**src/verilog/tpb_pkg.sv**
```systemverilog
// constants and carrier types for the timer pwm and buzzer block
package tpb_pkg;
  // register indices, byte address is four times the index
  localparam logic [7:0] IDX_BZ_COUNT  = 8'h9B;
  localparam logic [7:0] IDX_BZ_MODE   = 8'h9C;
  localparam logic [7:0] IDX_TA_MODE   = 8'hD1;
  localparam logic [7:0] IDX_TA_COUNT  = 8'hD2;
  localparam logic [7:0] IDX_TA_REF    = 8'hD3;
  localparam logic [7:0] IDX_TB_FAST   = 8'hD8;
  localparam logic [7:0] IDX_TB_MODE   = 8'hDC;
  localparam logic [7:0] IDX_TB_COUNT  = 8'hDD;
  localparam logic [7:0] IDX_TB_RELOAD = 8'hDE;
  localparam logic [7:0] IDX_STATUS    = 8'hDF;
  // field positions
  localparam int EN_BIT      = 7;
  localparam int RATE_HI     = 6;
  localparam int RATE_LO     = 4;
  localparam int TB_EXT_BIT  = 3;
  localparam int TB_ALD_BIT  = 2;
  localparam int TB_PWM_BIT  = 1;
  localparam int TB_TONE_BIT = 0;
  localparam int TA_PWM_BIT  = 0;
  localparam int TB_FAST_BIT = 3;
  localparam int BZ_SRC_BIT  = 2;
  localparam int ST_TA_IRQ   = 0;
  localparam int ST_TB_IRQ   = 1;
  localparam int ST_TB_IEN   = 2;
  // writable bits and reset values
  localparam logic [7:0] BZ_MODE_MASK = 8'hF4;
  localparam logic [7:0] TA_MODE_MASK = 8'hF1;
  localparam logic [7:0] FAST_MASK    = 8'h08;
  localparam logic [7:0] REG_RST      = 8'h00;
  localparam logic [7:0] CNT_MAX      = 8'hFF;
  localparam logic [7:0] CNT_ONE      = 8'h01;
  // cpu clock is the oscillator clock divided by four
  localparam logic [1:0] CPU_DIV_LAST = 2'h3;
  localparam logic [3:0] K_ONE        = 4'h1;
  localparam int         ADR_W        = 10;
  localparam logic [31:0] RD_ZERO     = 32'h0000_0000;

  typedef struct packed {
    logic o;
    logic oe;
  } tpb_pin_t;

  typedef struct packed {
    logic             cyc;
    logic             stb;
    logic             we;
    logic [3:0]       sel;
    logic [ADR_W-1:0] adr;
    logic [31:0]      dat;
  } tpb_wb_req_t;

  typedef struct packed {
    logic        ack;
    logic [31:0] dat;
  } tpb_wb_rsp_t;

  // a prescaler tap fires when the low k bits of the counter are all ones
  function automatic logic tpb_tap(input logic [7:0] cnt,
                                   input logic [3:0] k);
    logic [7:0] mask;
    mask = ~(8'hFF << k);
    return (cnt & mask) == mask;
  endfunction : tpb_tap
endpackage : tpb_pkg

```
**src/verilog/tpb_timers.sv**
```systemverilog
// two 8-bit pwm timers, tone output and buzzer timer with wishbone regs
// Summary of operation
// tone output toggles on each timer b overflow, halving frequency
// an enabled tone or pwm output takes over its shared port pin
// software keeps timer b pwm off while using the tone output
// software stops, reconfigures, then re-enables timer b last
// clearing timer b enable halts counting, tone and pwm outputs
// timer b rate field sits in mode bits 6 to 4, 111 fastest
// with external clock the fast source select has no effect
// pwm counter wraps modulo 256 and compares with its reference
// pwm high while count below reference, low otherwise
// pwm high when the counter wraps through zero, if the reference is nonzero
// duty equals reference over 256, zero reference gives zero duty
// timer a pwm goes to its own pin, timer b pwm to shared pin
// reference registers are write-only and written whole
// a counter write changes the compare at once
// software changes duty only at the start of a period
// overflow flag still sets on each wrap in pwm mode
// buzzer mode: enable bit 7, rate bits 6-4, source bit 2, reset 0
// buzzer rates: cpu clock /256 to /2, or oscillator /128 to /1
// buzzer enable drives buzzer pin, clearing it stops the output
// buzzer count is 8-bit read/write preload, reset zero
// timer b reload register feeds reload and the pwm compare
// timer b overflow with auto-reload copies reload into counter
// pwm mode wraps to zero without reload, auto-reload bit not used
// buzzer counter reloads and toggles the buzzer pin on overflow
// disabled function returns the pin to gpio on the next clock
`timescale 1ns/10ps
`default_nettype none
module tpb_timers
  import tpb_pkg::*;
(
  input  wire logic               clock,
  input  wire logic               sys_rst,
  input  wire tpb_pkg::tpb_wb_req_t wb_req,
  output      tpb_pkg::tpb_wb_rsp_t wb_rsp,
  input  wire logic               ext_clk_pin,
  input  wire tpb_pkg::tpb_pin_t  gpio_a,
  input  wire tpb_pkg::tpb_pin_t  gpio_b,
  output      tpb_pkg::tpb_pin_t  pin_a,
  output      tpb_pkg::tpb_pin_t  pin_b,
  output      logic               buzzer_pin
);
  import tpb_pkg::*;

  ////////////////////////////////////////////////////////////////////
  // register state
  logic [7:0] ta_mode_q, ta_cnt_q, ta_ref_q;
  logic [7:0] tb_mode_q, tb_cnt_q, tb_rld_q, tb_fast_q;
  logic [7:0] bz_mode_q, bz_cnt_q, bz_ctr_q;
  logic       ta_irq_q, tb_irq_q, tb_ien_q;
  logic       tone_q, pwm_a_q, pwm_b_q, bz_out_q;
  logic       ack_q;
  logic [7:0] rdat_q;
  logic [1:0] cpu_div_q;
  logic [7:0] osc_pre_q, cpu_pre_q;
  logic [2:0] ext_sync_q;
  tpb_pin_t   pin_a_q, pin_b_q;

  ////////////////////////////////////////////////////////////////////
  // wishbone decode
  logic       req, wr;
  logic [7:0] idx, wdat;
  assign req  = wb_req.cyc & wb_req.stb & ~ack_q;
  assign wr   = req & wb_req.we & wb_req.sel[0];
  assign idx  = wb_req.adr[ADR_W-1:2];
  assign wdat = wb_req.dat[7:0];

  logic wr_ta_mode, wr_ta_cnt, wr_ta_ref, wr_tb_mode, wr_tb_cnt;
  logic wr_tb_rld, wr_fast, wr_st, wr_bz_mode, wr_bz_cnt;
  assign wr_ta_mode = wr & (idx == IDX_TA_MODE);
  assign wr_ta_cnt  = wr & (idx == IDX_TA_COUNT);
  assign wr_ta_ref  = wr & (idx == IDX_TA_REF);
  assign wr_tb_mode = wr & (idx == IDX_TB_MODE);
  assign wr_tb_cnt  = wr & (idx == IDX_TB_COUNT);
  assign wr_tb_rld  = wr & (idx == IDX_TB_RELOAD);
  assign wr_fast    = wr & (idx == IDX_TB_FAST);
  assign wr_st      = wr & (idx == IDX_STATUS);
  assign wr_bz_mode = wr & (idx == IDX_BZ_MODE);
  assign wr_bz_cnt  = wr & (idx == IDX_BZ_COUNT);

  // mode fields
  logic ta_en, ta_pwm, tb_en, tb_ext, tb_ald, tb_pwm, tb_tone;
  logic bz_en, bz_src, tb_fast;
  logic [2:0] ta_rate, tb_rate, bz_rate;
  assign ta_en   = ta_mode_q[EN_BIT];
  assign ta_pwm  = ta_mode_q[TA_PWM_BIT];
  assign ta_rate = ta_mode_q[RATE_HI:RATE_LO];
  assign tb_en   = tb_mode_q[EN_BIT];
  assign tb_rate = tb_mode_q[RATE_HI:RATE_LO];
  assign tb_ext  = tb_mode_q[TB_EXT_BIT];
  assign tb_ald  = tb_mode_q[TB_ALD_BIT];
  assign tb_pwm  = tb_mode_q[TB_PWM_BIT];
  assign tb_tone = tb_mode_q[TB_TONE_BIT];
  assign tb_fast = tb_fast_q[TB_FAST_BIT];
  assign bz_en   = bz_mode_q[EN_BIT];
  assign bz_src  = bz_mode_q[BZ_SRC_BIT];
  assign bz_rate = bz_mode_q[RATE_HI:RATE_LO];

  ////////////////////////////////////////////////////////////////////
  // prescalers: free oscillator chain and a cpu chain on the /4 enable
  logic cpu_en;
  assign cpu_en = (cpu_div_q == CPU_DIV_LAST);
  always_ff @(posedge clock or posedge sys_rst) begin
    if (sys_rst) begin
      cpu_div_q <= '0;
      osc_pre_q <= REG_RST;
      cpu_pre_q <= REG_RST;
    end else begin
      cpu_div_q <= cpu_div_q + 2'h1;
      osc_pre_q <= osc_pre_q + CNT_ONE;
      if (cpu_en) begin
        cpu_pre_q <= cpu_pre_q + CNT_ONE;
      end
    end
  end

  // cpu rate code r divides by 2^(8-r), oscillator code by 2^(7-r)
  // chains come in as arguments: a continuous assignment only wakes on
  // its operands, so a hidden read would leave the tick stale
  function automatic logic cpu_tick(input logic       en,
                                    input logic [7:0] pre,
                                    input logic [2:0] r);
    return en & tpb_tap(pre, {1'b0, ~r} + K_ONE);
  endfunction : cpu_tick

  function automatic logic osc_tick(input logic [7:0] pre,
                                    input logic [2:0] r);
    return tpb_tap(pre, {1'b0, ~r});
  endfunction : osc_tick

  // external clock: two flops, then edge detect on the settled copies
  always_ff @(posedge clock or posedge sys_rst) begin
    if (sys_rst) begin
      ext_sync_q <= '0;
    end else begin
      ext_sync_q <= {ext_sync_q[1:0], ext_clk_pin};
    end
  end
  logic ext_rise;
  assign ext_rise = ext_sync_q[1] & ~ext_sync_q[2];

  ////////////////////////////////////////////////////////////////////
  // timer a: plain modulo-256 up counter on the cpu prescaler
  logic ta_tick, ta_ovf;
  assign ta_tick = ta_en & cpu_tick(cpu_en, cpu_pre_q, ta_rate);
  assign ta_ovf  = ta_tick & ~wr_ta_cnt & (ta_cnt_q == CNT_MAX);
  always_ff @(posedge clock or posedge sys_rst) begin
    if (sys_rst) begin
      ta_cnt_q <= REG_RST;
    end else if (wr_ta_cnt) begin
      ta_cnt_q <= wdat;
    end else if (ta_tick) begin
      ta_cnt_q <= ta_cnt_q + CNT_ONE;
    end
  end

  ////////////////////////////////////////////////////////////////////
  // timer b: rate, fast source or external clock, optional reload
  logic tb_src, tb_tick, tb_ovf;
  // fast select only matters for the internal source
  assign tb_src  = tb_ext ? ext_rise
                 : (tb_fast ? osc_tick(osc_pre_q, tb_rate)
                            : cpu_tick(cpu_en, cpu_pre_q, tb_rate));
  assign tb_tick = tb_en & tb_src;
  assign tb_ovf  = tb_tick & ~wr_tb_cnt & (tb_cnt_q == CNT_MAX);
  always_ff @(posedge clock or posedge sys_rst) begin
    if (sys_rst) begin
      tb_cnt_q <= REG_RST;
    end else if (wr_tb_cnt) begin
      tb_cnt_q <= wdat;
    end else if (tb_ovf & tb_ald & ~tb_pwm) begin
      tb_cnt_q <= tb_rld_q;
    end else if (tb_tick) begin
      // pwm keeps the full 256-step period, so it wraps to zero
      tb_cnt_q <= tb_cnt_q + CNT_ONE;
    end
  end

  ////////////////////////////////////////////////////////////////////
  // software registers; references are write-only
  always_ff @(posedge clock or posedge sys_rst) begin
    if (sys_rst) begin
      ta_mode_q <= REG_RST;
      ta_ref_q  <= REG_RST;
      tb_mode_q <= REG_RST;
      tb_rld_q  <= REG_RST;
      tb_fast_q <= REG_RST;
      bz_mode_q <= REG_RST;
      bz_cnt_q  <= REG_RST;
    end else begin
      if (wr_ta_mode) ta_mode_q <= wdat & TA_MODE_MASK;
      if (wr_ta_ref)  ta_ref_q  <= wdat;
      if (wr_tb_mode) tb_mode_q <= wdat;
      if (wr_tb_rld)  tb_rld_q  <= wdat;
      if (wr_fast)    tb_fast_q <= wdat & FAST_MASK;
      if (wr_bz_mode) bz_mode_q <= wdat & BZ_MODE_MASK;
      if (wr_bz_cnt)  bz_cnt_q  <= wdat;
    end
  end

  // overflow flags: a wrap in the clearing cycle still sets the flag
  always_ff @(posedge clock or posedge sys_rst) begin
    if (sys_rst) begin
      ta_irq_q <= 1'b0;
      tb_irq_q <= 1'b0;
      tb_ien_q <= 1'b0;
    end else begin
      ta_irq_q <= (wr_st ? wdat[ST_TA_IRQ] : ta_irq_q) | ta_ovf;
      tb_irq_q <= (wr_st ? wdat[ST_TB_IRQ] : tb_irq_q) | tb_ovf;
      if (wr_st) tb_ien_q <= wdat[ST_TB_IEN];
    end
  end

  ////////////////////////////////////////////////////////////////////
  // waveforms; the compare reads the live count so writes act at once
  always_ff @(posedge clock or posedge sys_rst) begin
    if (sys_rst) begin
      pwm_a_q <= 1'b0;
      pwm_b_q <= 1'b0;
    end else begin
      // count zero after a wrap is below any nonzero reference
      pwm_a_q <= ta_en & ta_pwm & (ta_cnt_q < ta_ref_q);
      pwm_b_q <= tb_en & tb_pwm & (tb_cnt_q < tb_rld_q);
    end
  end

  // tone toggles per overflow and parks low when stopped
  always_ff @(posedge clock or posedge sys_rst) begin
    if (sys_rst) begin
      tone_q <= 1'b0;
    end else if (~(tb_en & tb_tone)) begin
      tone_q <= 1'b0;
    end else if (tb_ovf) begin
      tone_q <= ~tone_q;
    end
  end

  ////////////////////////////////////////////////////////////////////
  // buzzer timer: counts up from the preload and toggles on overflow
  logic bz_tick, bz_wrap;
  assign bz_tick = bz_en & (bz_src ? osc_tick(osc_pre_q, bz_rate)
                                   : cpu_tick(cpu_en, cpu_pre_q, bz_rate));
  assign bz_wrap = bz_tick & (bz_ctr_q == CNT_MAX);
  always_ff @(posedge clock or posedge sys_rst) begin
    if (sys_rst) begin
      bz_ctr_q <= REG_RST;
      bz_out_q <= 1'b0;
    end else if (~bz_en) begin
      // held at the preload so the first half period is full length
      bz_ctr_q <= bz_cnt_q;
      bz_out_q <= 1'b0;
    end else if (bz_wrap) begin
      bz_ctr_q <= bz_cnt_q;
      bz_out_q <= ~bz_out_q;
    end else if (bz_tick) begin
      bz_ctr_q <= bz_ctr_q + CNT_ONE;
    end
  end

  ////////////////////////////////////////////////////////////////////
  // pin muxes, registered so a release lands one clock later
  logic fn_a, fn_b;
  assign fn_a = ta_pwm;
  assign fn_b = tb_tone | tb_pwm;
  always_ff @(posedge clock or posedge sys_rst) begin
    if (sys_rst) begin
      pin_a_q <= '0;
      pin_b_q <= '0;
    end else begin
      pin_a_q <= fn_a ? tpb_pin_t'{o: pwm_a_q, oe: 1'b1}
                      : gpio_a;
      // both sources merge; only one is meant to run at a time
      pin_b_q <= fn_b ? tpb_pin_t'{o: tone_q | pwm_b_q, oe: 1'b1}
                      : gpio_b;
    end
  end
  assign pin_a      = pin_a_q;
  assign pin_b      = pin_b_q;
  assign buzzer_pin = bz_out_q;

  ////////////////////////////////////////////////////////////////////
  // bus answer: one wait state, unmapped and write-only read as zero
  logic [7:0] rd_d;
  always_comb begin
    rd_d = REG_RST;
    unique case (idx)
      IDX_TA_MODE:  rd_d = ta_mode_q;
      IDX_TA_COUNT: rd_d = ta_cnt_q;
      IDX_TB_MODE:  rd_d = tb_mode_q;
      IDX_TB_COUNT: rd_d = tb_cnt_q;
      IDX_TB_FAST:  rd_d = tb_fast_q;
      IDX_STATUS:   rd_d = {5'h00, tb_ien_q, tb_irq_q, ta_irq_q};
      IDX_BZ_MODE:  rd_d = bz_mode_q;
      IDX_BZ_COUNT: rd_d = bz_cnt_q;
      default:      rd_d = REG_RST;
    endcase
  end

  always_ff @(posedge clock or posedge sys_rst) begin
    if (sys_rst) begin
      ack_q  <= 1'b0;
      rdat_q <= REG_RST;
    end else begin
      ack_q  <= req;
      rdat_q <= req ? rd_d : REG_RST;
    end
  end
  assign wb_rsp = '{ack: ack_q, dat: {24'h000000, rdat_q}};
endmodule : tpb_timers
`default_nettype wire

```
**config.mk**
```make
export PLATFORM = sky130hd
export DESIGN_NAME = tpb_timers
export DESIGN_NICKNAME = d
export VERILOG_FILES = /design/src/verilog/tpb_pkg.sv /design/src/verilog/tpb_timers.sv
export SDC_FILE = /design/constraint.sdc
export NUM_CORES = 1
export LEC_CHECK = 0
export BUFFER_PORTS_ARGS = -buffer_cell sky130_fd_sc_hd__buf_4
export CAP_MARGIN = 20
export CORE_MARGIN = 2
export CORE_UTILIZATION = 31
export CTS_BUF_LIST = sky130_fd_sc_hd__clkbuf_8
export CTS_CLUSTER_DIAMETER = 40
export DETAILED_ROUTE_END_ITERATION = 16
export GPL_TIMING_DRIVEN = 0
export PLACE_DENSITY_LB_ADDON = 0.12
export SYNTH_ARGS = -nofsm -noshare
export SYNTH_HDL_FRONTEND = slang
export SYNTH_SLANG_ARGS = --single-unit
```
**constraint.sdc**
```tcl
create_clock -name clock -period 3 [get_ports clock]
set_input_delay 0.15 -clock clock [delete_from_list [all_inputs] [get_ports clock]]
set_output_delay 0.15 -clock clock [all_outputs]
set_load 0.01 [all_outputs]
```
Word-level counts from Yosys, hierarchy flattened
Cells that the tools add are included.

storage, ports and cells
  bits in registers = 108
  input bits = 56
  logic and storage cells = 145
  output and inout port bits = 38

operators by class
  add/subtract/negate cells = 9
  shifts and indexed selects = 5
  bitwise logic cells = 57
  $lt $le $gt $ge = 2
  reductions and logical operators = 2
  muxes and demuxes = 21
  eq/ne operators = 22

operators with widths
  cell                   number
  $eq A8 B8 Y1 const B   13
  $mux W8                9
  $pmux W8 S8            1
  $add A8 B1 Y8 const B  5
  $and A8 B8 Y8          5
  $eq A8 B8 Y1           5
  $not A8 Y8             5
  $and A1 B1 Y1          33
  $shl A8 B4 Y8 const A  3
  $lt A8 B8 Y1           2
  $shl A8 B3 Y8 const A  2
  $add A3 B1 Y4 const B  3
  $mux W1                9
  $not A3 Y3             3
  $not A1 Y1             7
  $mux W2                2
  $or A1 B1 Y1           4
  $ne A3 B1 Y1 const B   1
  $reduce_bool A3 Y1     1
  $add A2 B1 Y2 const B  1
  $eq A2 B2 Y1 const B   1
  $ne A2 B1 Y1 const B   1
  $ne A2 B2 Y1 const B   1
  $reduce_bool A2 Y1     1

Longest topological paths before layout
Gate-level depths: netlist of the first run.

  depth in word-level cells = 16
  depth in mapped cells = 11
  gate-level depth less buffers = 10

Least setup slack after synthesis of the first run
OpenSTA, ideal clock, no wires.

  path kind = register to register
  start = reg bz_mode_q[5]
  end = reg bz_ctr_q[3]
  path buffers = 0
  required time = 2.910 ns
  clock period less this slack = 2.218 ns
  setup time = 0.090 ns
  cell stages (with the launch flop) = 10
  data arrival time = 2.127 ns
  setup slack = 0.782 ns
  cells stage by stage = dfrtp_1 > inv_1 > ha_1 > inv_1 > ha_1 > nand2b_1 > a2111oi_4 > a32oi_2 > or4_1 > o221ai_1

on the way
  word-level cells in the longest chain between the ends = 12
  elaborated cells on any way between the ends = 17
  classes of those cells = add/sub (1); eq/ne (3); shift (2); mux (3); bitwise (8)

RTL lines
  item                    line                                  text
  from (decl)             tpb_timers.sv:50                      logic [7:0] bz_mode_q, bz_cnt_q, bz_ctr_q;
  from (signal assigned)  tpb_timers.sv:197                     if (wr_bz_mode) bz_mode_q <= wdat & BZ_MODE_MASK;
  $not A3 Y3 *            tpb_timers.sv:124, tpb_timers.sv:129
  $add A3 B1 Y4           tpb_timers.sv:124                     return en & tpb_tap(pre, {1'b0, ~r} + K_ONE);
  $shl A8 B4 Y8           tpb_pkg.sv:64                         mask = ~(8'hFF << k);
  $not A8 Y8              tpb_pkg.sv:64
  $and A8 B8 Y8           tpb_pkg.sv:65                         return (cnt & mask) == mask;
  $eq A8 B8 Y1            tpb_pkg.sv:65
  $and A1 B1 Y1           tpb_timers.sv:124
  $mux W1 *               tpb_timers.sv:242                     assign bz_tick = bz_en & (bz_src ? osc_tick(osc_pre_q, bz_rate)
  $and A1 B1 Y1 *         tpb_timers.sv:242
  $and A1 B1 Y1           tpb_timers.sv:244                     assign bz_wrap = bz_tick & (bz_ctr_q == CNT_MAX);
  $mux W8                 tpb_timers.sv:253                     end else if (bz_wrap) begin
  $mux W8                 tpb_timers.sv:249                     end else if (~bz_en) begin
  to (signal assigned)    tpb_timers.sv:251                     bz_ctr_q <= bz_cnt_q;
  to (signal assigned)    tpb_timers.sv:254                     bz_ctr_q <= bz_cnt_q;
  to (signal assigned)    tpb_timers.sv:257                     bz_ctr_q <= bz_ctr_q + CNT_ONE;
  to (decl)               tpb_timers.sv:50

Every way passes the cells marked *; elsewhere a longest branch is shown, timed or not.
A chain may end at the register's enable or synchronous reset.

Worst setup path after layout of the first run
  start = reg ta_mode_q[4]
  end = reg ta_cnt_q[7]

on the way
  word-level cells in the longest chain between the ends = 9

RTL lines
  item                            line               text
  from (decl)                     tpb_timers.sv:48   logic [7:0] ta_mode_q, ta_cnt_q, ta_ref_q;
  from (signal assigned)          tpb_timers.sv:192  if (wr_ta_mode) ta_mode_q <= wdat & TA_MODE_MASK;
  $not A3 Y3 *                    tpb_timers.sv:124
  $add A3 B1 Y4 *                 tpb_timers.sv:124
  $shl A8 B4 Y8 *                 tpb_pkg.sv:64
  $not A8 Y8 *                    tpb_pkg.sv:64
  $and A8 B8 Y8                   tpb_pkg.sv:65
  $eq A8 B8 Y1 *                  tpb_pkg.sv:65
  $and A1 B1 Y1 *                 tpb_timers.sv:124
  $and A1 B1 Y1 *                 tpb_timers.sv:146  assign ta_tick = ta_en & cpu_tick(cpu_en, cpu_pre_q, ta_rate);
  $reduce_bool A2 Y1 (no line) *  n/a
  to (signal assigned)            tpb_timers.sv:152  ta_cnt_q <= wdat;
  to (signal assigned)            tpb_timers.sv:154  ta_cnt_q <= ta_cnt_q + CNT_ONE;
  to (decl)                       tpb_timers.sv:48

Marks and branches as above.

==> results of run 1 <==
-- flip-flops by register name, indices dropped and copies added, names as in the netlist, 2 cells and up --
register,cells
ext_sync_q,3
rdat_q,8
ta_ref_q,8
ta_mode_q,5
cpu_pre_q,8
ta_cnt_q,8
tb_cnt_q,8
bz_cnt_q,8
pin_a,2
cpu_div_q,2
bz_ctr_q,8
pin_b,2
tb_rld_q,8
bz_mode_q,5
tb_mode_q,8
osc_pre_q,7
-- report_power, final --
| group | switching [mW] | internal, mW |
|---|---|---|
| Sequential | 0.0118 | 1.45 |
| Combinational | 0.119 | 0.0859 |
| Clock | 0.543 | 0.562 |
| Total | 0.674 | 2.10 |
-- worst paths after layout --
path / endpoint / cells past startpoint
worst max-delay path: ta_cnt_q[7] / 9
worst min-delay path: tb_cnt_q[2] / 3
worst max register to register: ta_cnt_q[7] / 9
max in group asynchronous: tb_rld_q[0] / 4
min in group asynchronous: osc_pre_q[6] / 3
worst min register to register: ext_sync_q[1] / 0
-- synthesized netlist by cell type, types with 3 or more instances --
| cell | count |
|---|---|
| sky130_fd_sc_hd__nor3_1 | 5 |
| sky130_fd_sc_hd__nor2_1 | 24 |
| sky130_fd_sc_hd__nand2_1 | 48 |
| sky130_fd_sc_hd__inv_1 | 40 |
| sky130_fd_sc_hd__a21oi_1 | 23 |
| sky130_fd_sc_hd__a22oi_1 | 21 |
| sky130_fd_sc_hd__xor2_1 | 11 |
| sky130_fd_sc_hd__a21o_1 | 5 |
| sky130_fd_sc_hd__clkbuf_1 | 11 |
| sky130_fd_sc_hd__nand2b_1 | 11 |
| sky130_fd_sc_hd__or3_1 | 4 |
| sky130_fd_sc_hd__o22ai_1 | 4 |
| sky130_fd_sc_hd__mux2_2 | 38 |
| sky130_fd_sc_hd__nand4_1 | 11 |
| sky130_fd_sc_hd__a31oi_1 | 12 |
| sky130_fd_sc_hd__and2_1 | 5 |
| sky130_fd_sc_hd__and3_1 | 12 |
| sky130_fd_sc_hd__buf_4 | 28 |
| sky130_fd_sc_hd__a2bb2oi_1 | 3 |
| sky130_fd_sc_hd__nor2b_1 | 6 |
| sky130_fd_sc_hd__mux2i_1 | 14 |
| sky130_fd_sc_hd__o211ai_1 | 3 |
| sky130_fd_sc_hd__o21ai_0 | 33 |
| sky130_fd_sc_hd__ha_1 | 36 |
| sky130_fd_sc_hd__buf_2 | 5 |
| sky130_fd_sc_hd__o21ai_1 | 4 |
| sky130_fd_sc_hd__nand3_1 | 22 |
| sky130_fd_sc_hd__xnor2_1 | 10 |
| sky130_fd_sc_hd__dfrtp_1 | 107 |
| sky130_fd_sc_hd__a211o_1 | 6 |
-- worst reg2reg max path, cell delays in order (launching register included) --
cell,delay [ns]
sky130_fd_sc_hd__dfrtp_1,0.45
sky130_fd_sc_hd__inv_1,0.08
sky130_fd_sc_hd__ha_1,0.17
sky130_fd_sc_hd__inv_1,0.05
sky130_fd_sc_hd__ha_1,0.31
sky130_fd_sc_hd__a22oi_1,0.08
sky130_fd_sc_hd__nor3_1,0.70
sky130_fd_sc_hd__nand4_1,0.21
sky130_fd_sc_hd__xnor2_1,0.17
sky130_fd_sc_hd__mux2_2,0.26
-- final cells by class --
type / instances / area (sq um)
timing repair buffer: 44 / 365
buffer: 45 / 282
clock inverter: 7 / 123
sequential: 107 / 2680
multi-input combinational: 441 / 3150
fill: 1998 / 12300
inverter: 41 / 159
antenna: 2 / 5.00
clock buffer: 9 / 124
tap: 265 / 332
-- logic make-up (layout without fill, tap and decap cells) --
family	after synthesis	after routing
and+or+nand+nor	172	172
adders and majority gates	36	36
other	1	26
xor gates and xnor gates	21	21
buffers and inverters	86	146
AOI/OAI and AO/OA	136	136
muxes	52	52
DFF	107	107
-- layer usage --
metal	up-vias	share of wire, %	GRT usage, %
met5	-	0.043	0
met4	2	1.2	4.17
met3	19	5.6	3.99
met2	121	45	24.7
met1	2342	48	22.4
li1	2298	-	-
-- metrics by stage --
stage | instance area, sq um | setup TNS (ns) | power [mW]
2_1_floorplan | 6260 | 0 | 1.61
3_3_place_gp | 6870 | -161.29 | 1.69
3_5_place_dp | 6900 | 0 | 1.70
4_1_cts | 7210 | 0 | 2.83
5_1_grt | 7210 | 0 | 2.90
6_report | 7220 | 0 | 2.78
==> impl_table.tex, run 1 <==
\begin{tabular}{lr}
\hline
Metric & Value \\
\hline
\multicolumn{2}{l}{\textbf{STA}} \\
\quad Fmax & approximately 400 MHz \\
\quad Transition time at the pin with the least slew margin & a little over 0.9 ns \\
\quad Finish-stage setup viols & 0 \\
\quad Final worst clock skew & $\sim$0.010 ns \\
\quad Number of max-slew violations in the final report & 0 \\
\quad Slew headroom & about 39\% \\
\quad Worst path setup slack after routing & about 0.43 ns \\
\quad RSZ-0062 raised after global routing & false \\
\quad Post-layout minimum cycle time & between 2 and 3 ns \\
\quad Post-route worst hold slack & between 0.06 and 0.07 ns \\
\quad Final cycle utilization of the critical path & between 80\% and 90\% \\
\quad Number of hold violations in the final report & 0 \\
\multicolumn{2}{l}{\textbf{Clock network}} \\
\quad Resize count post-CTS & 0 \\
\quad Clock Sinks & 107 \\
\quad Inserted Clock Buffers & 9 \\
\quad TritonCTS clock tree & yes \\
\quad Clock insertion delay at the later pin of the skew report & $\sim$0.4 ns \\
\quad Number of hold buffers added after CTS & 6 \\
\quad CTS clk-pin slew, worst paths & $\sim$0.11 ns \\
\quad CTS Buffer Depth & 2 \\
\quad \# H-tree levels & 3 \\
\quad Number of buffers added for setup after CTS & 0 \\
\quad Root buf cell & sky130\_fd\_sc\_hd\_\_clkbuf\_8 \\
\multicolumn{2}{l}{\textbf{Min path}} \\
\quad Hold wc startpoint & wb\_req[2] \\
\quad Worst min path class & in -> reg \\
\multicolumn{2}{l}{\textbf{Placed design}} \\
\quad Routability Congestion & 0.840 \\
\quad Instance count after placement with tap cells included & around 940 \\
\quad Number of buffers added on ports & 37 \\
\quad Worst slack at placement & 0.430 ns \\
\quad Estimated wirelength of the detail-placed design & between 10000 and 15000 um \\
\multicolumn{2}{l}{\textbf{Pwr}} \\
\quad Power Dens Cells & 385 nW/um\^{}2 \\
\quad Worst VDD drop & about 180 uV \\
\quad Leak pwr & 3.18 nW \\
\multicolumn{2}{l}{\textbf{GRT}} \\
\quad Wire length of the first global-routing pass & $\sim$27000 um \\
\quad Overall global routing resource usage & between 10\% and 20\% \\
\quad Global route overflow & 0 \\
\quad Via count of the first global-routing pass & $\sim$4600 \\
\quad Initial antenna violation count & 3 \\
\quad Largest net degree at the start of global routing & 83 \\
\multicolumn{2}{l}{\textbf{Floorplanning}} \\
\quad Die Area & 21100 sq um \\
\quad Cell row count & 51 \\
\quad Count of boundary I/O pins & 94 \\
\quad Core box area & 19500 sq um \\
\quad Starting density of the core & a little under a third \\
\quad Die width & between 100 and 150 um \\
\quad Die H & approximately 150 um \\
\multicolumn{2}{l}{\textbf{Layout}} \\
\quad Share of post-route cells with drive strength above 1 & 20.5\% \\
\quad Area overhead of the layout relative to synthesis & 16.8\% \\
\quad Net count reported at finish & a little under 800 \\
\quad Final cell count without fillers & 961 \\
\quad Leading cell type in the layout, fill and taps excluded & sky130\_fd\_sc\_hd\_\_dfrtp\_1 \\
\quad Utilization after layout & a little under two fifths \\
\quad Commonest cells after routing, fill and taps aside & sky130\_fd\_sc\_hd\_\_dfrtp\_1 (107), sky130\_fd\_sc\_hd\_\_buf\_4 (65), sky130\_fd\_sc\_hd\_\_nand2\_1 (48) \\
\multicolumn{2}{l}{\textbf{Yosys}} \\
\quad Leading area contributor after synthesis & sky130\_fd\_sc\_hd\_\_dfrtp\_1 \\
\quad Compound-Gate Fraction of Synth Area & $\sim$15\% \\
\quad Post-synthesis mux area share & under 10\% \\
\quad Leading post-synthesis cells by cell area & sky130\_fd\_sc\_hd\_\_dfrtp\_1 (43\%), sky130\_fd\_sc\_hd\_\_ha\_1 (7.3\%), sky130\_fd\_sc\_hd\_\_mux2\_2 (6.9\%), sky130\_fd\_sc\_hd\_\_buf\_4 (3.4\%), sky130\_fd\_sc\_hd\_\_nand2\_1 (2.9\%) \\
\quad Adder-Cell Fraction of Synth Area & 7.29\% \\
\quad Part of the Yosys area used for sequential elements & between 40 and 50\% \\
\quad Number of synthesized flops with an enable pin & 0 \\
\quad Synthesized area per cell & 10.1 sq um \\
\quad Ys Warns & 0 \\
\quad Ys flop type & sky130\_fd\_sc\_hd\_\_dfrtp\_1 \\
\quad Flip-flop and latch count after synthesis & between 100 and 150 \\
\quad Dominant combinational cell family by area after synthesis & compound AO/OA/AOI/OAI gates \\
\quad Netlist Area Pre-Place & 6180 sq um \\
\quad Number of standard cells after synthesis & slightly above 600 \\
\quad Distinct cell type count of the synthesized netlist & 63 \\
\quad Share of synthesized registers carrying an async set or reset & between 90\% and 100\% \\
\quad Xor and xnor fraction of the mapped netlist area & about 3\% \\
\quad Top cell type's share of synthesized area & between 40\% and 50\% \\
\quad Simple-gate portion of the synthesized area & 15.0\% \\
\multicolumn{2}{l}{\textbf{Setup path}} \\
\quad Element type at the critical path end & flip-flop \\
\quad Crit-path cells & inv\_1 -> ha\_1 -> inv\_1 -> ha\_1 -> a22oi\_1 -> nor3\_1 -> nand4\_1 -> xnor2\_1 -> mux2\_2 \\
\quad Critical Path Max Stage Delay & roughly 0.7 ns \\
\quad FF-to-FF Start & ta\_mode\_q[4] \\
\quad Critical Path Start & ta\_mode\_q[4] \\
\quad Combined buffer and inverter count along the critical path & 2 \\
\quad Worst EP required & $\sim$3.3 ns \\
\quad Crit path kind & reg -> reg \\
\quad Cell with the largest stage delay on the worst path & sky130\_fd\_sc\_hd\_\_nor3\_1 \\
\quad CP startpoint kind & flip-flop \\
\quad Maximum fanout count along the critical path & 7 \\
\quad Reg-to-reg slack, setup & about 0.43 ns \\
\quad Endpoint arrival time on the critical path & approximately 2.9 ns \\
\quad Family with the most delay on the worst path & simple AND/OR/NAND/NOR gates \\
\multicolumn{2}{l}{\textbf{Drt}} \\
\quad DR DRC count & 0 \\
\quad Initial detailed-routing violation count & about 270 \\
\quad Post-DR wirelength/cell & roughly 17 um \\
\quad Post-detailed-route count of antenna-violating nets & 0 \\
\quad First-pass iteration count of the detailed router & 9 \\
\quad Per-cell via count in the routed design & about 5 \\
\quad Count of vias placed by the detailed router & between 4000 and 5000 \\
\quad Wirelength, routed & about 16000 um \\
\multicolumn{2}{l}{\textbf{Run}} \\
\quad Number of max-cap violations & 0 \\
\multicolumn{2}{l}{\textbf{Run status}} \\
\quad Outcome & complete, no violations \\
\hline
\end{tabular}
Note: power is estimated with default switching activity, not from simulation.
==> inputs of run 2 (changes only) <==
Settings changed: ABC_AREA set to 1.
==> impl_table.tex, run 2 <==
\begin{tabular}{lr}
\hline
Metric & Value \\
\hline
\multicolumn{2}{l}{\textbf{Run status}} \\
\quad Outcome & complete, no violations \\
\multicolumn{2}{l}{\textbf{Drt}} \\
\quad Post-DR wirelength/cell & 14.8 um \\
\quad Count of vias placed by the detailed router & 5106 \\
\quad First-pass iteration count of the detailed router & 5 \\
\quad Per-cell via count in the routed design & between 4 and 5 \\
\quad Post-detailed-route count of antenna-violating nets & 0 \\
\quad DR DRC count & 0 \\
\quad Initial detailed-routing violation count & about 280 \\
\quad Wirelength, routed & 16600 um \\
\multicolumn{2}{l}{\textbf{Setup path}} \\
\quad Worst reg-to-reg path cell count & 12 \\
\quad Element type at the critical path end & flip-flop \\
\quad Maximum fanout count along the critical path & 10 \\
\quad Critical R2R Capture & bz\_ctr\_q[3] \\
\quad Reg-to-reg slack, setup & $\sim$0.67 ns \\
\quad FF-to-FF Start & bz\_mode\_q[4] \\
\quad Cell with the largest stage delay on the worst path & sky130\_fd\_sc\_hd\_\_dfrtp\_1 \\
\quad Worst EP required & 3.34 ns \\
\quad CP startpoint kind & flip-flop \\
\quad Critical Path Max Stage Delay & roughly 0.48 ns \\
\quad Crit-path cells & inv\_1 -> ha\_1 -> inv\_1 -> ha\_1 -> and2\_1 -> a31oi\_1 -> o21ai\_1 -> nand2\_1 -> nand3\_2 -> inv\_1 -> nand2\_1 -> nand2\_1 \\
\quad Crit path kind & reg -> reg \\
\quad Endpoint arrival time on the critical path & between 2 and 3 ns \\
\multicolumn{2}{l}{\textbf{Yosys}} \\
\quad Top cell type's share of synthesized area & between 40\% and 50\% \\
\quad Most repeated cell in the gate-level netlist after synthesis & sky130\_fd\_sc\_hd\_\_nand2\_1 \\
\quad Most instantiated cells after synthesis & sky130\_fd\_sc\_hd\_\_nand2\_1 (174), sky130\_fd\_sc\_hd\_\_dfrtp\_1 (107), sky130\_fd\_sc\_hd\_\_inv\_1 (94) \\
\quad Leading area contributor after synthesis & sky130\_fd\_sc\_hd\_\_dfrtp\_1 \\
\quad Number of standard cells after synthesis & 767 \\
\quad Part of the Yosys area used for sequential elements & $\sim$43\% \\
\quad Distinct cell type count of the synthesized netlist & 46 \\
\quad Ys Warns & 0 \\
\quad Synthesized area per cell & between 8 and 9 sq um \\
\quad Netlist Area Pre-Place & approximately 6200 sq um \\
\quad Leading post-synthesis cells by cell area & sky130\_fd\_sc\_hd\_\_dfrtp\_1 (43\%), sky130\_fd\_sc\_hd\_\_nand2\_1 (10\%), sky130\_fd\_sc\_hd\_\_ha\_1 (7.2\%), sky130\_fd\_sc\_hd\_\_inv\_1 (5.7\%), sky130\_fd\_sc\_hd\_\_nand3\_1 (4.8\%) \\
\quad Share of synthesized registers carrying an async set or reset & between 90\% and 100\% \\
\quad Flip-flop and latch count after synthesis & approximately 110 \\
\quad Number of synthesized flops with an enable pin & 0 \\
\quad Ys flop type & sky130\_fd\_sc\_hd\_\_dfrtp\_1 \\
\multicolumn{2}{l}{\textbf{Clock network}} \\
\quad Number of buffers added for setup after CTS & 0 \\
\quad Resize count post-CTS & 0 \\
\quad \# H-tree levels & 3 \\
\quad CTS clk-pin slew, worst paths & between 0.1 and 0.15 ns \\
\quad Clock insertion delay at the later pin of the skew report & roughly 0.40 ns \\
\quad TritonCTS clock tree & yes \\
\quad Inserted Clock Buffers & 9 \\
\quad Clock Sinks & between 100 and 150 \\
\quad Number of hold buffers added after CTS & 11 \\
\quad CTS Buffer Depth & 2 \\
\quad Root buf cell & sky130\_fd\_sc\_hd\_\_clkbuf\_8 \\
\multicolumn{2}{l}{\textbf{Layout}} \\
\quad Area overhead of the layout relative to synthesis & 16.8\% \\
\quad Commonest cells after routing, fill and taps aside & sky130\_fd\_sc\_hd\_\_nand2\_1 (174), sky130\_fd\_sc\_hd\_\_dfrtp\_1 (107), sky130\_fd\_sc\_hd\_\_inv\_1 (93) \\
\quad Fill cell total of the finished layout & between 2000 and 2500 \\
\quad Leading cell type in the layout, fill and taps excluded & sky130\_fd\_sc\_hd\_\_nand2\_1 \\
\quad Final cell count without fillers & about 1100 \\
\quad Net count reported at finish & around 950 \\
\quad Share of post-route cells with drive strength above 1 & between 15 and 20\% \\
\quad Diode count & 0 \\
\multicolumn{2}{l}{\textbf{GRT}} \\
\quad Global route overflow & 0 \\
\quad Largest net degree at the start of global routing & 82 \\
\quad Via count of the first global-routing pass & $\sim$5000 \\
\quad Wire length of the first global-routing pass & between 20000 and 30000 um \\
\quad Initial antenna violation count & 0 \\
\quad Overall global routing resource usage & about 16\% \\
\multicolumn{2}{l}{\textbf{Min path}} \\
\quad Worst min path class & in -> reg \\
\quad Worst Hold Depth & 3 \\
\quad Hold EP & tb\_fast\_q[3] \\
\quad Hold wc startpoint & wb\_req[3] \\
\multicolumn{2}{l}{\textbf{Placed design}} \\
\quad Estimated wirelength of the detail-placed design & 12300 um \\
\quad Instance count after placement with tap cells included & between 1000 and 1500 \\
\quad Worst slack at placement & around 0.70 ns \\
\quad Routability Congestion & 0.818 \\
\quad Number of buffers added on ports & 40 \\
\multicolumn{2}{l}{\textbf{Pwr}} \\
\quad Worst VDD drop & 201 uV \\
\quad Power Dens Cells & 352 nW/um\^{}2 \\
\quad Leak pwr & 3.55 nW \\
\multicolumn{2}{l}{\textbf{Run}} \\
\quad Number of max-cap violations & 0 \\
\multicolumn{2}{l}{\textbf{STA}} \\
\quad Worst path setup slack after routing & around 0.67 ns \\
\quad Fmax & approximately 430 MHz \\
\quad Post-layout minimum cycle time & $\sim$2.3 ns \\
\quad Finish-stage setup viols & 0 \\
\quad Post-route worst hold slack & between 0.015 and 0.02 ns \\
\quad Transition time at the pin with the least slew margin & between 0.5 and 0.6 ns \\
\quad Number of max-slew violations in the final report & 0 \\
\quad Final worst clock skew & 0.0156 ns \\
\quad Number of hold violations in the final report & 0 \\
\quad RSZ-0062 raised after global routing & false \\
\quad Sum of negative setup slack & 0 ns \\
\quad Slew headroom & between 60\% and 70\% \\
\quad Final cycle utilization of the critical path & about 78\% \\
\multicolumn{2}{l}{\textbf{Floorplanning}} \\
\quad Die width & about 150 um \\
\quad Core box area & around 20000 sq um \\
\quad Die Area & 21300 sq um \\
\quad Die H & $\sim$150 um \\
\quad Cell row count & 51 \\
\quad Count of boundary I/O pins & 94 \\
\quad Starting density of the core & 31.8\% \\
\hline
\end{tabular}
-- run 2: how the worst max path moves through the flow --
stage	startpoint	to	slack, ns
detailed placement	bz_mode_q[5]	bz_ctr_q[7]	0.70
floorplan	sys_rst	ack_q	0.03
global placement	sys_rst	bz_ctr_q[3]	-1.59
CTS	bz_mode_q[5]	bz_ctr_q[3]	0.66
global route	tb_mode_q[5]	tb_cnt_q[6]	0.45
finish	bz_mode_q[4]	bz_ctr_q[3]	0.67
-- run 2: layout make-up --
type	instances	area, sq um	share of cell area [%]
clock inverter	7	61.3	0.842
multi-input combinational	537	2990	41.1
tap	265	332	4.55
sequential	107	2680	36.8
timing repair buffer	52	438	6.01
clock buffer	9	124	1.70
buffer	33	226	3.11
inverter	113	432	5.93
-- run 2: metrics by stage --
step | utilization [%] | instance area (sq um) | total power, mW
2_1_floorplan | - | 6320 | 1.61
3_5_place_dp | 35.7 | 6990 | 1.69
4_1_cts | 37.2 | 7280 | 2.61
6_report | 37.2 | 7280 | 2.57
5_1_grt | 37.2 | 7280 | 2.70
3_3_place_gp | 35.5 | 6950 | 1.69
-- run 2: critical path: cells and delay by family, from the launching register on --
family          cells  cell delay [ns]
simple gates        5             0.67
flops               1             0.48
fa+ha+maj           2             0.46
buf+inv             3             0.45
compound gates      2             0.21
-- run 2: cells by family after synthesis --
kind of cell | share of synthesized area [%]
buffers and inverters | 10.5
flip-flops | 42.9
other | 0.0601
AND/OR/NAND/NOR | 23.6
AO/OA/AOI/OAI | 12.1
adder cells (fa/ha/maj) | 7.22
XOR/XNOR | 3.65
-- run 2: report_power, final --
group | leakage [nW] | total (mW) | switching [mW] | internal [mW]
Combinational | 2.06 | 0.205 | 0.121 | 0.0838
Sequential | 1.40 | 1.47 | 0.0110 | 1.45
Clock | 0.0936 | 0.895 | 0.576 | 0.319
Total | 3.55 | 2.57 | 0.708 | 1.86
-- run 2: routing by layer --
metal  vias to the layer above  part of all wire (%)  global-route usage (%)
li1                       2626                     -                       -
met2                        84                    47                    26.6
met5                         -                     0                       0
met3                        10                   3.5                    2.70
met4                         0                   1.0                    4.02
met1                      2386                    49                    22.8
